$ cat src/dtc_pkg.sv
/*
  Shared constants and carrier types of the single-channel DMA transfer
  control block: register offsets, field positions, reset values, states.
  Assumes a single system clock and a plain strobe register port.
*/
package dtc_pkg;
  localparam int AW = 4;
  localparam int DW = 32;
  localparam logic [AW-1:0] OFF_CTRL   = 4'h0;
  localparam logic [AW-1:0] OFF_SRC    = 4'h1;
  localparam logic [AW-1:0] OFF_DST    = 4'h2;
  localparam logic [AW-1:0] OFF_COUNT  = 4'h3;
  localparam logic [AW-1:0] OFF_STATUS = 4'h4;
  localparam logic [AW-1:0] OFF_IRQST  = 4'h5;
  localparam logic [AW-1:0] OFF_IRQMSK = 4'h6;
  // Control register bit positions
  localparam int B_EN    = 0;
  localparam int B_IE    = 1;
  localparam int B_SHORT = 2;
  localparam int B_SSRC  = 3;
  localparam int B_EXT   = 4;
  localparam int B_EDGE  = 5;
  localparam int B_SEXT  = 6;
  localparam int B_DEXT  = 7;
  localparam int CTRL_W  = 8;
  // Event status bit positions
  localparam int E_DONE = 0;
  localparam int E_CPU  = 1;
  localparam int E_XFER = 2;
  localparam int EV_W   = 3;
  localparam logic [7:0]  SHORT_TOP  = 8'hff;
  localparam logic [15:0] COUNT_ZERO = 16'h0000;
  localparam logic [15:0] COUNT_ONE  = 16'h0001;
  localparam int GAP_STATES = 2;
  typedef struct packed {
    logic [23:0] addr;
    logic        wr;
    logic        ext;
  } dtc_cyc_type;
  typedef enum logic [4:0] {
    ST_IDLE  = 5'h01,
    ST_BREQ  = 5'h02,
    ST_READ  = 5'h04,
    ST_WRITE = 5'h08,
    ST_WAIT  = 5'h10
  } dtc_state_type;
endpackage : dtc_pkg

$ cat src/dtc_top.sv
/*
  Single-channel DMA transfer control: register file, activation, bus
  sequencing, finish pin and interrupts. Assumes a bus controller that
  grants the bus and reports external bus activity by level signals.
*/
// Chosen here: the register addresses and strobed register access.
`timescale 1ns/1ps
module dtc_top (
  // Clock and reset
  input  wire logic        CLK_SYS,
  input  wire logic        RST,
  // Register port
  input  wire logic [3:0]  REG_ADDR,
  input  wire logic [31:0] REG_WDATA,
  input  wire logic        REG_WR,
  input  wire logic        REG_RD,
  output logic      [31:0] REG_RDATA,
  // Activation sources
  input  wire logic        INT_REQ,
  input  wire logic        CPU_MASKED,
  input  wire logic        EXT_TRANSFER_REQUEST_IN_N,
  // Bus controller
  input  wire logic        BUS_GRANT,
  input  wire logic        EXT_BUS_BUSY,
  output logic             BUS_REQ,
  output logic             CYC_VALID,
  output logic      [23:0] CYC_ADDR,
  output logic             CYC_WR,
  // Pins and interrupts
  output logic             TRANSFER_FINISHED_OUT_N,
  output logic             CPU_INT_REQ,
  output logic             FINISH_IRQ,
  output logic             IRQ
);
  logic [dtc_pkg::CTRL_W-1:0] ctrl_r;
  logic [23:0]                src_r;
  logic [23:0]                dst_r;
  logic [15:0]                count_r;
  logic [dtc_pkg::EV_W-1:0]   irqst_r;
  logic [dtc_pkg::EV_W-1:0]   irqmsk_r;
  logic [dtc_pkg::EV_W-1:0]   ev;
  dtc_pkg::dtc_state_type     state_r;
  dtc_pkg::dtc_state_type     state_nxt;
  dtc_pkg::dtc_cyc_type       cyc_nxt;
  logic                       int_pend_r;
  logic                       ext_pend;
  logic                       activate;
  logic                       last_r;
  logic                       finish_pend_r;
  logic                       done;
  logic [23:0]                src_a;
  logic [23:0]                dst_a;
  logic [31:0]                rdata_nxt;

  logic en;
  logic ext_mode;
  assign en       = ctrl_r[dtc_pkg::B_EN];
  assign ext_mode = ctrl_r[dtc_pkg::B_EXT];

  dtc_req u_req (
    .clk       (CLK_SYS),
    .rst       (RST),
    .edge_mode (ctrl_r[dtc_pkg::B_EDGE]),
    .enable    (en && ext_mode),
    .req_n     (EXT_TRANSFER_REQUEST_IN_N),
    .taken     (activate),
    .pending   (ext_pend)
  );

  dtc_addr u_addr (
    .short_mode (ctrl_r[dtc_pkg::B_SHORT]),
    .short_src  (ctrl_r[dtc_pkg::B_SSRC]),
    .src_reg    (src_r),
    .dst_reg    (dst_r),
    .src_addr   (src_a),
    .dst_addr   (dst_a)
  );

  // Internal source pending while enable is low and the CPU is masked, kept for later activation
  always_ff @(posedge CLK_SYS or posedge RST) begin
    if (RST)
      int_pend_r <= 1'b0;
    else if (INT_REQ && !ext_mode)
      int_pend_r <= 1'b1;
    else if (activate || (!en && !CPU_MASKED))
      int_pend_r <= 1'b0;
  end

  // Unmasked CPU takes the request as an ordinary interrupt
  always_ff @(posedge CLK_SYS or posedge RST) begin
    if (RST)
      CPU_INT_REQ <= 1'b0;
    else
      CPU_INT_REQ <= !ext_mode && !en && !CPU_MASKED &&
                     (INT_REQ || int_pend_r);
  end

  // Activation only from idle with enable set; a held internal or level-mode request activates again after each transfer
  always_comb begin
    if (ext_mode)
      activate = state_r == dtc_pkg::ST_IDLE && en && ext_pend;
    else
      activate = state_r == dtc_pkg::ST_IDLE && en && int_pend_r;
  end

  assign done = state_r == dtc_pkg::ST_WRITE && last_r;

  // Request, grant, read, write, then a wait state before the next one
  always_comb begin
    state_nxt = state_r;
    unique case (state_r)
      dtc_pkg::ST_IDLE:  if (activate) state_nxt = dtc_pkg::ST_BREQ;
      dtc_pkg::ST_BREQ:  if (BUS_GRANT) state_nxt = dtc_pkg::ST_READ;
      dtc_pkg::ST_READ:  state_nxt = dtc_pkg::ST_WRITE;
      dtc_pkg::ST_WRITE: state_nxt = dtc_pkg::ST_WAIT;
      dtc_pkg::ST_WAIT:  state_nxt = dtc_pkg::ST_IDLE;
      default:           state_nxt = dtc_pkg::ST_IDLE;
    endcase
  end

  always_ff @(posedge CLK_SYS or posedge RST) begin
    if (RST)
      state_r <= dtc_pkg::ST_IDLE;
    else
      state_r <= state_nxt;
  end

  // Bus held only from request to write; released in wait and idle
  always_ff @(posedge CLK_SYS or posedge RST) begin
    if (RST)
      BUS_REQ <= 1'b0;
    else
      BUS_REQ <= state_nxt == dtc_pkg::ST_BREQ ||
                 state_nxt == dtc_pkg::ST_READ ||
                 state_nxt == dtc_pkg::ST_WRITE;
  end

  always_comb begin
    cyc_nxt.addr = src_a;
    cyc_nxt.wr   = 1'b0;
    cyc_nxt.ext  = ctrl_r[dtc_pkg::B_SEXT];
    if (state_nxt == dtc_pkg::ST_WRITE) begin
      cyc_nxt.addr = dst_a;
      cyc_nxt.wr   = 1'b1;
      cyc_nxt.ext  = ctrl_r[dtc_pkg::B_DEXT];
    end
  end

  always_ff @(posedge CLK_SYS or posedge RST) begin
    if (RST) begin
      CYC_VALID <= 1'b0;
      CYC_ADDR  <= '0;
      CYC_WR    <= 1'b0;
    end else begin
      CYC_VALID <= state_nxt == dtc_pkg::ST_READ ||
                   state_nxt == dtc_pkg::ST_WRITE;
      CYC_ADDR  <= cyc_nxt.addr;
      CYC_WR    <= cyc_nxt.wr;
    end
  end

  always_ff @(posedge CLK_SYS or posedge RST) begin
    if (RST)
      last_r <= 1'b0;
    else if (activate)
      last_r <= count_r == dtc_pkg::COUNT_ONE;
  end

  // Internal-only transfer: finish held until the external bus is idle
  always_ff @(posedge CLK_SYS or posedge RST) begin
    if (RST)
      finish_pend_r <= 1'b0;
    else if (state_nxt == dtc_pkg::ST_READ && last_r &&
             !ctrl_r[dtc_pkg::B_SEXT] && !ctrl_r[dtc_pkg::B_DEXT])
      finish_pend_r <= 1'b1;
    else if (!EXT_BUS_BUSY)
      finish_pend_r <= 1'b0;
  end

  // Low in the final transfer's external cycles; an internal-only transfer shows it once the bus is idle
  always_ff @(posedge CLK_SYS or posedge RST) begin
    if (RST)
      TRANSFER_FINISHED_OUT_N <= 1'b1;
    else if ((ctrl_r[dtc_pkg::B_SEXT] || ctrl_r[dtc_pkg::B_DEXT]) && last_r)
      TRANSFER_FINISHED_OUT_N <= !(cyc_nxt.ext &&
        (state_nxt == dtc_pkg::ST_READ ||
         state_nxt == dtc_pkg::ST_WRITE));
    else
      TRANSFER_FINISHED_OUT_N <= !(finish_pend_r && !EXT_BUS_BUSY);
  end

  // Register writes; finishing clears enable, and hardware wins the race
  always_ff @(posedge CLK_SYS or posedge RST) begin
    if (RST) begin
      ctrl_r  <= '0;
      src_r   <= '0;
      dst_r   <= '0;
      count_r <= dtc_pkg::COUNT_ZERO;
    end else begin
      if (REG_WR && REG_ADDR == dtc_pkg::OFF_CTRL)
        ctrl_r <= REG_WDATA[dtc_pkg::CTRL_W-1:0];
      if (REG_WR && REG_ADDR == dtc_pkg::OFF_SRC)
        src_r <= REG_WDATA[23:0];
      if (REG_WR && REG_ADDR == dtc_pkg::OFF_DST)
        dst_r <= REG_WDATA[23:0];
      if (REG_WR && REG_ADDR == dtc_pkg::OFF_COUNT)
        count_r <= REG_WDATA[15:0];
      if (state_r == dtc_pkg::ST_WRITE) begin
        src_r   <= src_r + 24'h000001;
        dst_r   <= dst_r + 24'h000001;
        count_r <= count_r - dtc_pkg::COUNT_ONE;
      end
      if (done)
        ctrl_r[dtc_pkg::B_EN] <= 1'b0;
    end
  end

  // Level request repeats while end-irq enable set and channel disabled
  always_ff @(posedge CLK_SYS or posedge RST) begin
    if (RST)
      FINISH_IRQ <= 1'b0;
    else
      FINISH_IRQ <= ctrl_r[dtc_pkg::B_IE] && !ctrl_r[dtc_pkg::B_EN];
  end

  assign ev = {state_r == dtc_pkg::ST_WRITE, CPU_INT_REQ, done};

  // Sticky status, write one to clear, a new event wins over the clear
  always_ff @(posedge CLK_SYS or posedge RST) begin
    if (RST) begin
      irqst_r  <= '0;
      irqmsk_r <= '0;
    end else begin
      if (REG_WR && REG_ADDR == dtc_pkg::OFF_IRQMSK)
        irqmsk_r <= REG_WDATA[dtc_pkg::EV_W-1:0];
      if (REG_WR && REG_ADDR == dtc_pkg::OFF_IRQST)
        irqst_r <= (irqst_r & ~REG_WDATA[dtc_pkg::EV_W-1:0]) | ev;
      else
        irqst_r <= irqst_r | ev;
    end
  end

  always_ff @(posedge CLK_SYS or posedge RST) begin
    if (RST)
      IRQ <= 1'b0;
    else
      IRQ <= |(irqst_r & irqmsk_r);
  end

  always_comb begin
    rdata_nxt = '0;
    unique case (REG_ADDR)
      dtc_pkg::OFF_CTRL:   rdata_nxt[dtc_pkg::CTRL_W-1:0] = ctrl_r;
      dtc_pkg::OFF_SRC:    rdata_nxt[23:0] = src_r;
      dtc_pkg::OFF_DST:    rdata_nxt[23:0] = dst_r;
      dtc_pkg::OFF_COUNT:  rdata_nxt[15:0] = count_r;
      dtc_pkg::OFF_STATUS: rdata_nxt[4:0]  = state_r;
      dtc_pkg::OFF_IRQST:  rdata_nxt[dtc_pkg::EV_W-1:0] = irqst_r;
      dtc_pkg::OFF_IRQMSK: rdata_nxt[dtc_pkg::EV_W-1:0] = irqmsk_r;
      default:             rdata_nxt = '0;
    endcase
  end

  // Read data valid only in the cycle after the strobe
  always_ff @(posedge CLK_SYS or posedge RST) begin
    if (RST)
      REG_RDATA <= '0;
    else
      REG_RDATA <= REG_RD ? rdata_nxt : '0;
  end
endmodule : dtc_top

$ cat src/dtc_req.sv
/*
  External request detector: level or falling-edge sensing with first
  activation on a low level. Assumes the pin is synchronous to the clock.
*/
`timescale 1ns/1ps
module dtc_req (
  // Clock and reset
  input  wire logic clk,
  input  wire logic rst,
  // Mode and pin
  input  wire logic edge_mode,
  input  wire logic enable,
  input  wire logic req_n,
  input  wire logic taken,
  // Held activation
  output logic      pending
);
  logic req_d_r;
  logic first_r;
  logic pending_r;
  logic hit;

  always_comb begin
    if (!edge_mode)
      hit = !req_n;
    else if (first_r)
      hit = !req_n;
    else
      hit = req_d_r && !req_n;
  end

  always_ff @(posedge clk or posedge rst) begin
    if (rst)
      req_d_r <= 1'b1;
    else
      req_d_r <= req_n;
  end

  // Rearm level detection whenever the channel is disabled
  always_ff @(posedge clk or posedge rst) begin
    if (rst)
      first_r <= 1'b1;
    else if (!enable)
      first_r <= 1'b1;
    else if (hit)
      first_r <= 1'b0;
  end

  // Once latched the request is held until served or the channel is disabled
  always_ff @(posedge clk or posedge rst) begin
    if (rst)
      pending_r <= 1'b0;
    else if (!enable)
      pending_r <= 1'b0;
    else if (hit)
      pending_r <= 1'b1;
    else if (taken)
      pending_r <= 1'b0;
  end

  assign pending = pending_r;
endmodule : dtc_req

$ cat src/dtc_addr.sv
/*
  Address former: full address mode, or short address mode for either source or destination.
  Assumes the register values are stable during a transfer.
*/
`timescale 1ns/1ps
module dtc_addr (
  input  wire logic        short_mode,
  input  wire logic        short_src,
  input  wire logic [23:0] src_reg,
  input  wire logic [23:0] dst_reg,
  output logic      [23:0] src_addr,
  output logic      [23:0] dst_addr
);
  function automatic logic [23:0] widen(input logic [23:0] a,
                                        input logic        s);
    widen = s ? {dtc_pkg::SHORT_TOP, a[15:0]} : a;
  endfunction : widen

  assign src_addr = widen(src_reg, short_mode && short_src);
  assign dst_addr = widen(dst_reg, short_mode && !short_src);
endmodule : dtc_addr

$ cat config.mk
export PLATFORM = sky130hd
export DESIGN_NAME = dtc_top
export DESIGN_NICKNAME = d
export VERILOG_FILES = /design/src/dtc_pkg.sv /design/src/dtc_top.sv /design/src/dtc_req.sv /design/src/dtc_addr.sv
export SDC_FILE = /design/constraint.sdc
export NUM_CORES = 1
export LEC_CHECK = 0
export ABC_AREA = 1
export BUFFER_PORTS_ARGS = -buffer_cell sky130_fd_sc_hd__buf_2
export CORE_ASPECT_RATIO = 0.75
export CORE_UTILIZATION = 53
export CTS_CLUSTER_DIAMETER = 120
export DETAILED_ROUTE_END_ITERATION = 7
export GPL_TIMING_DRIVEN = 0
export PLACE_DENSITY = 0.89
export SETUP_SLACK_MARGIN = 0.5
export SLEW_MARGIN = 40
export SYNTH_ARGS = -nofsm -noshare
export SYNTH_HDL_FRONTEND = slang
export SYNTH_SLANG_ARGS = --single-unit
$ cat constraint.sdc
create_clock -name CLK_SYS -period 4.4 [get_ports CLK_SYS]
set_input_delay 0.88 -clock CLK_SYS [delete_from_list [all_inputs] [get_ports CLK_SYS]]
set_output_delay 0.88 -clock CLK_SYS [all_outputs]
set_load 0.1 [all_outputs]
# == Yosys cells after proc, flatten, opt, wreduce, memory -nomap -nowiden ==
# Index checks and enable logic that the tools add are counted.
# classes
n_addsub,3
n_eq_ne,17
n_bitwise,5
reduce_logical,49
n_mux,34
# op_table
op,count
24-bit 2-to-1 mux,7
24-bit by 1-bit adder with 24-bit output (second input constant),2
16-bit 2-to-1 mux,2
1-bit logical AND,26
26-bit 2-to-1 mux,1
8-bit case mux with 3 select lines,1
3-bit case mux with 7 select lines,1
5-bit case mux with 4 select lines,1
16-bit by 1-bit == test with 1-bit output (second input constant),1
8-bit case mux with 2 select lines,1
16-bit by 1-bit subtractor with 16-bit output (second input constant),1
1-bit 2-to-1 mux,15
4-bit by 3-bit == test with 1-bit output (second input constant),3
3-bit case mux with 4 select lines,1
5-bit by 2-bit == test with 1-bit output (second input constant),2
5-bit by 3-bit == test with 1-bit output (second input constant),2
5-bit by 4-bit == test with 1-bit output (second input constant),2
1-bit zero test,10
5-bit 2-to-1 mux,2
2-bit case mux with 5 select lines,1
2-bit nonzero test,5
4-bit by 2-bit == test with 1-bit output (second input constant),2
3-bit bitwise AND,2
1-bit logical OR,6
10 further kinds,11
# totals
output_inout_bits,63
word_cells,131
regBits,144

# == Depth between registers and ports, before layout ==
# logic_depth
ltp_word,11
ltp_mapped,10
ltp_nobuf,10

# == By module ==
# From an unflattened synthesis, not the netlist that was laid out.
# unflattened
cells_unflattened,1171
hier_area_um2,8348.0
# modules_own_cells
module,seq_area_each_um2,cells_per_inst,n_inst,area_per_inst_um2
dtc_top,3530.9,1090,1,7852.5
dtc_addr,0.0,67,1,371.6
dtc_req,77.6,14,1,123.9

# == Least setup slack after synthesis ==
# Ideal clock, no wire load.
# synth_timing
path_type,input to register
start,in REG_ADDR[3]
end,reg count_r[1]
path_buffers,1
slack_ns,2.472
required_time_ns,4.262
arrival_time_ns,1.790
setup_time_ns,0.138
stages,9
cell_sequence,nor2_4 nand3_1 inv_2 nand2_2 nand2_2 inv_2 buf_2 nand2_1 o221ai_1
# synth_between
elab_chain_cells,3
# synth_lines
element,line,rtl
from (decl),dtc_top.sv:13,"input wire logic [3:0] REG_ADDR,"
4-bit by 2-bit == test with 1-bit output,dtc_top.sv:206,if (REG_WR && REG_ADDR == dtc_pkg::OFF_COUNT)
1-bit logical AND,dtc_top.sv:206,
2-bit nonzero test (no line),--,
to (signal assigned),dtc_top.sv:198,count_r <= dtc_pkg::COUNT_ZERO;
to (signal assigned),dtc_top.sv:207,count_r <= REG_WDATA[15:0];
to (signal assigned),dtc_top.sv:211,count_r <= count_r - dtc_pkg::COUNT_ONE;
to (decl),dtc_top.sv:38,logic [15:0] count_r;
# No other way between the ends.
# A chain may end at the register's enable or synchronous reset.

# == Worst setup path in the final report ==
# layout_timing
start,reg TRANSFER_FINISHED_OUT_N
end,out TRANSFER_FINISHED_OUT_N
# layout_rtl
element,line,rtl
from (decl),dtc_top.sv:30,"output logic TRANSFER_FINISHED_OUT_N,"
from (signal assigned),dtc_top.sv:185,TRANSFER_FINISHED_OUT_N <= !(cyc_nxt.ext &&
from (signal assigned),dtc_top.sv:189,TRANSFER_FINISHED_OUT_N <= !(finish_pend_r && !EXT_BUS_BUSY);
# No word-level cell between the ends.

==> summary.txt <==
Worst setup path
  • Slowest-stage cell, CP: dfstp_2
  • Critical path arrival: 1.36 ns
  • Worst EP required: 3.52 ns
  • CP startpoint kind: flop
  • Cell Chain, Critical Path: buf_2
  • Kind of cell adding the most delay to the critical path: flip-flops
  • Reg-to-reg startpoint: state_r[0]
  • Setup crit start: TRANSFER_FINISHED_OUT_N
  • Largest stage delay, worst path: 0.51 ns
  • Critical Path Sink Type: output pin
  • Crit path buf inv count: 1
  • Critical path class: flop to output pin
  • Max FO, Critical Path: 1

CTS
  • H-Tree Depth: 4
  • Clock insertion delay at the later pin of the skew report: 0.44 ns
  • Clock Path Buffers: 2
  • CTS tree: yes
  • TritonCTS buffer count: 17
  • Post-CTS setup buffers: 0
  • CTS Sinks: 144
  • Root buf cell: clkbuf_16
  • Worst-path clk slew: 0.07 ns
  • CTS-repair resized insts: 0
  • Post-CTS Hold Fix Bufs: 0

Yosys
  • EDFF count, synth: 0
  • Cells after Synth: 1088
  • FFs w/ async S/R, synth: 1.00
  • Avg Cell Area, Syn: 7.34 um^2
  • Post-synth top area cell: dfrtp_1
  • Count of cell types in the netlist: 40
  • Ys Warns: 0
  • Synth Cell Area: 7990 um^2
  • Ys flop type: dfrtp_1
  • Most frequent cells after synthesis: 269 x nand2_1, 157 x nor2_1, 140 x dfrtp_1
  • Synth top area share: 0.438
  • FF+latch count, synth: 144
  • Synth area leaders: dfrtp_1 44%, nand2_1 13%, nor2_1 7.4%
  • Share of the yosys chip area belonging to registers: 0.452
  • Top-count cell post-synth: nand2_1

Power and ir drop
  • Maximum VDD drop: 350 uV
  • PwrDens: 674 nW/um^2
  • Leak Pwr: 4.76 nW
  • Pwr Total: 6.38 mW

Final layout
  • Ant diodes: 0
  • Fin nets: 1259
  • Area grow syn2layout: 18.4%
  • Final instance area: 9460 um^2
  • Share of cells above drive strength 1: 0.154

Global routing
  • Initial antenna violation count: 0
  • First-pass GRT wire length: 43.3 mm
  • Largest net degree at the start of global routing: 29
  • Number of global-route vias before repair: 7813
  • Total GRT Usage: 0.384
  • Total grt overflow: 0

STA
  • Fmax: 0.447 GHz
  • Fin crit share: 0.509
  • Setup_tns: 0 ns
  • Final-report hold violation count: 0
  • Worst-Margin Slew: 0.863 ns
  • Final setup violation count: 0
  • Final Max Slew Viols: 0
  • Slew headroom: 0.424
  • Clk_skew: 0.0125 ns
  • Final min period: 2.24 ns
  • RSZ-0062 raised after global routing: no

Routing
  • DR vias/cell: 5.90
  • Wirelength per Cell: 19.8 um
  • Total routed wirelength: 28.2 mm
  • Detailed-route via count: 8391
  • Final ANT Viol Nets: 0
  • Residual DRC: 0
  • DRT Pass-1 Iters: 8
  • Starting DRT DRC Count: 1369

Placed design
  • Placed cell areas: 8870 um^2
  • Gpl congestion: 1.00
  • Post-DP HPWL: 21.6 mm
  • Buffers on Ports: 90

Hold path
  • Min-delay worst type: input port to async pin

Floorplanning
  • Core Area: 14600 um^2
  • Row count: 38
  • Die Span X: 144 um
  • I/O Pins: 108
  • Die H: 108 um
  • Die ar.: 15600 um^2
  • Initial core utilization: 0.547

Outcome
  • Status: finished clean

Run
  • Max-cap violation count: 0
layer usage:
metal  track usage  up-vias  wire length [um]
met4         0.113        0               630
met3         0.154       65              4060
met2         0.552      614             11800
li1              -     3761                 -
met1         0.530     3951             11700
met5             0        -                 0
cell usage in the layout (no fill, tap or decap), types with 2 or more instances in the layout:
| cell | Yosys | final |
|---|---|---|
| a21oi_1 | 64 | 64 |
| a22oi_2 | 2 | 2 |
| a31oi_1 | 16 | 16 |
| buf_1 | 2 | 2 |
| buf_12 | 0 | 2 |
| buf_16 | 0 | 4 |
| buf_2 | 12 | 102 |
| buf_4 | 11 | 11 |
| buf_6 | 5 | 5 |
| bufinv_16 | 0 | 2 |
| clkbuf_1 | 12 | 13 |
| clkbuf_16 | 0 | 17 |
| clkinvlp_4 | 0 | 6 |
| conb_1 | 1 | 8 |
| dfrtp_1 | 140 | 140 |
| dfstp_2 | 4 | 4 |
| ha_1 | 4 | 4 |
| inv_1 | 132 | 131 |
| inv_2 | 8 | 8 |
| inv_6 | 0 | 5 |
| nand2_1 | 269 | 269 |
| nand2_2 | 3 | 3 |
| nand2_4 | 3 | 3 |
| nand3_1 | 65 | 65 |
| nand4_1 | 15 | 15 |
| nor2_1 | 157 | 157 |
| nor2_2 | 3 | 3 |
| nor2_4 | 4 | 4 |
| nor3_1 | 18 | 18 |
| o211ai_1 | 16 | 16 |
| o211ai_2 | 2 | 2 |
| o21ai_0 | 66 | 66 |
| o21ai_1 | 6 | 6 |
| o21bai_1 | 2 | 2 |
| o221ai_1 | 10 | 10 |
| o22ai_1 | 13 | 13 |
| o31ai_1 | 4 | 4 |
| xor2_1 | 11 | 11 |
final cells by class:
class	instances	area (um^2)
fill	1274	5130
multi-input combinational	768	3620
sequential	144	3610
timing repair buffer	96	601
inverter	141	536
clock buffer	19	443
buffer	42	251
tap	200	250
clock inverter	13	150
cells by family after synthesis:
kind of cell | Yosys count | synth area share
other cells | 1 | 0.000469
simple gates | 539 | 0.281
compound gates | 206 | 0.151
flops | 144 | 0.452
xor+xnor | 11 | 0.0121
buf+inv | 183 | 0.0980
fa+ha+maj | 4 | 0.00626
power by group:
group | internal [mW] | leakage (nW) | total (mW) | switching, mW
clock network | 0.858 | 0.274 | 1.48 | 0.619
registers | 1.76 | 1.77 | 2.27 | 0.513
logic | 0.569 | 2.71 | 2.63 | 2.06
per-stage QoR:
| stage | cells | setup slack, ns | hold slack, ns | utilization |
|---|---|---|---|---|
| after floorplan | 1095 | 1.72 | 0.441 | - |
| after global placement | 1385 | 0.893 | 0.462 | 0.597 |
| after detailed placement | 1391 | 1.98 | 0.467 | 0.608 |
| after CTS | 1423 | 2.15 | 0.422 | 0.648 |
| after global routing | 1423 | 2.11 | 0.439 | 0.648 |
| final | 1423 | 2.16 | 0.418 | 0.648 |
sequential cells by signal, indices dropped and copies added (netlist names), 3 cells and up:
register and count:
state_r 5, ctrl_r 8, irqst_r 3, irqmsk_r 3, REG_RDATA 24, dst_r 24, src_r 24, count_r 16
CYC_ADDR 24
path summary, 6_finish.rpt:
kind,endpoint,slack (ns),depth (start not counted)
max,TRANSFER_FINISHED_OUT_N,2.16,1
min,IRQ,0.42,2
max reg2reg,state_r[0],2.18,6
min reg2reg,finish_pend_r,0.48,2
max in group asynchronous,count_r[10],3.00,6
min in group CLK_SYS,finish_pend_r,0.48,2
Power figures use the tool's default switching activity.
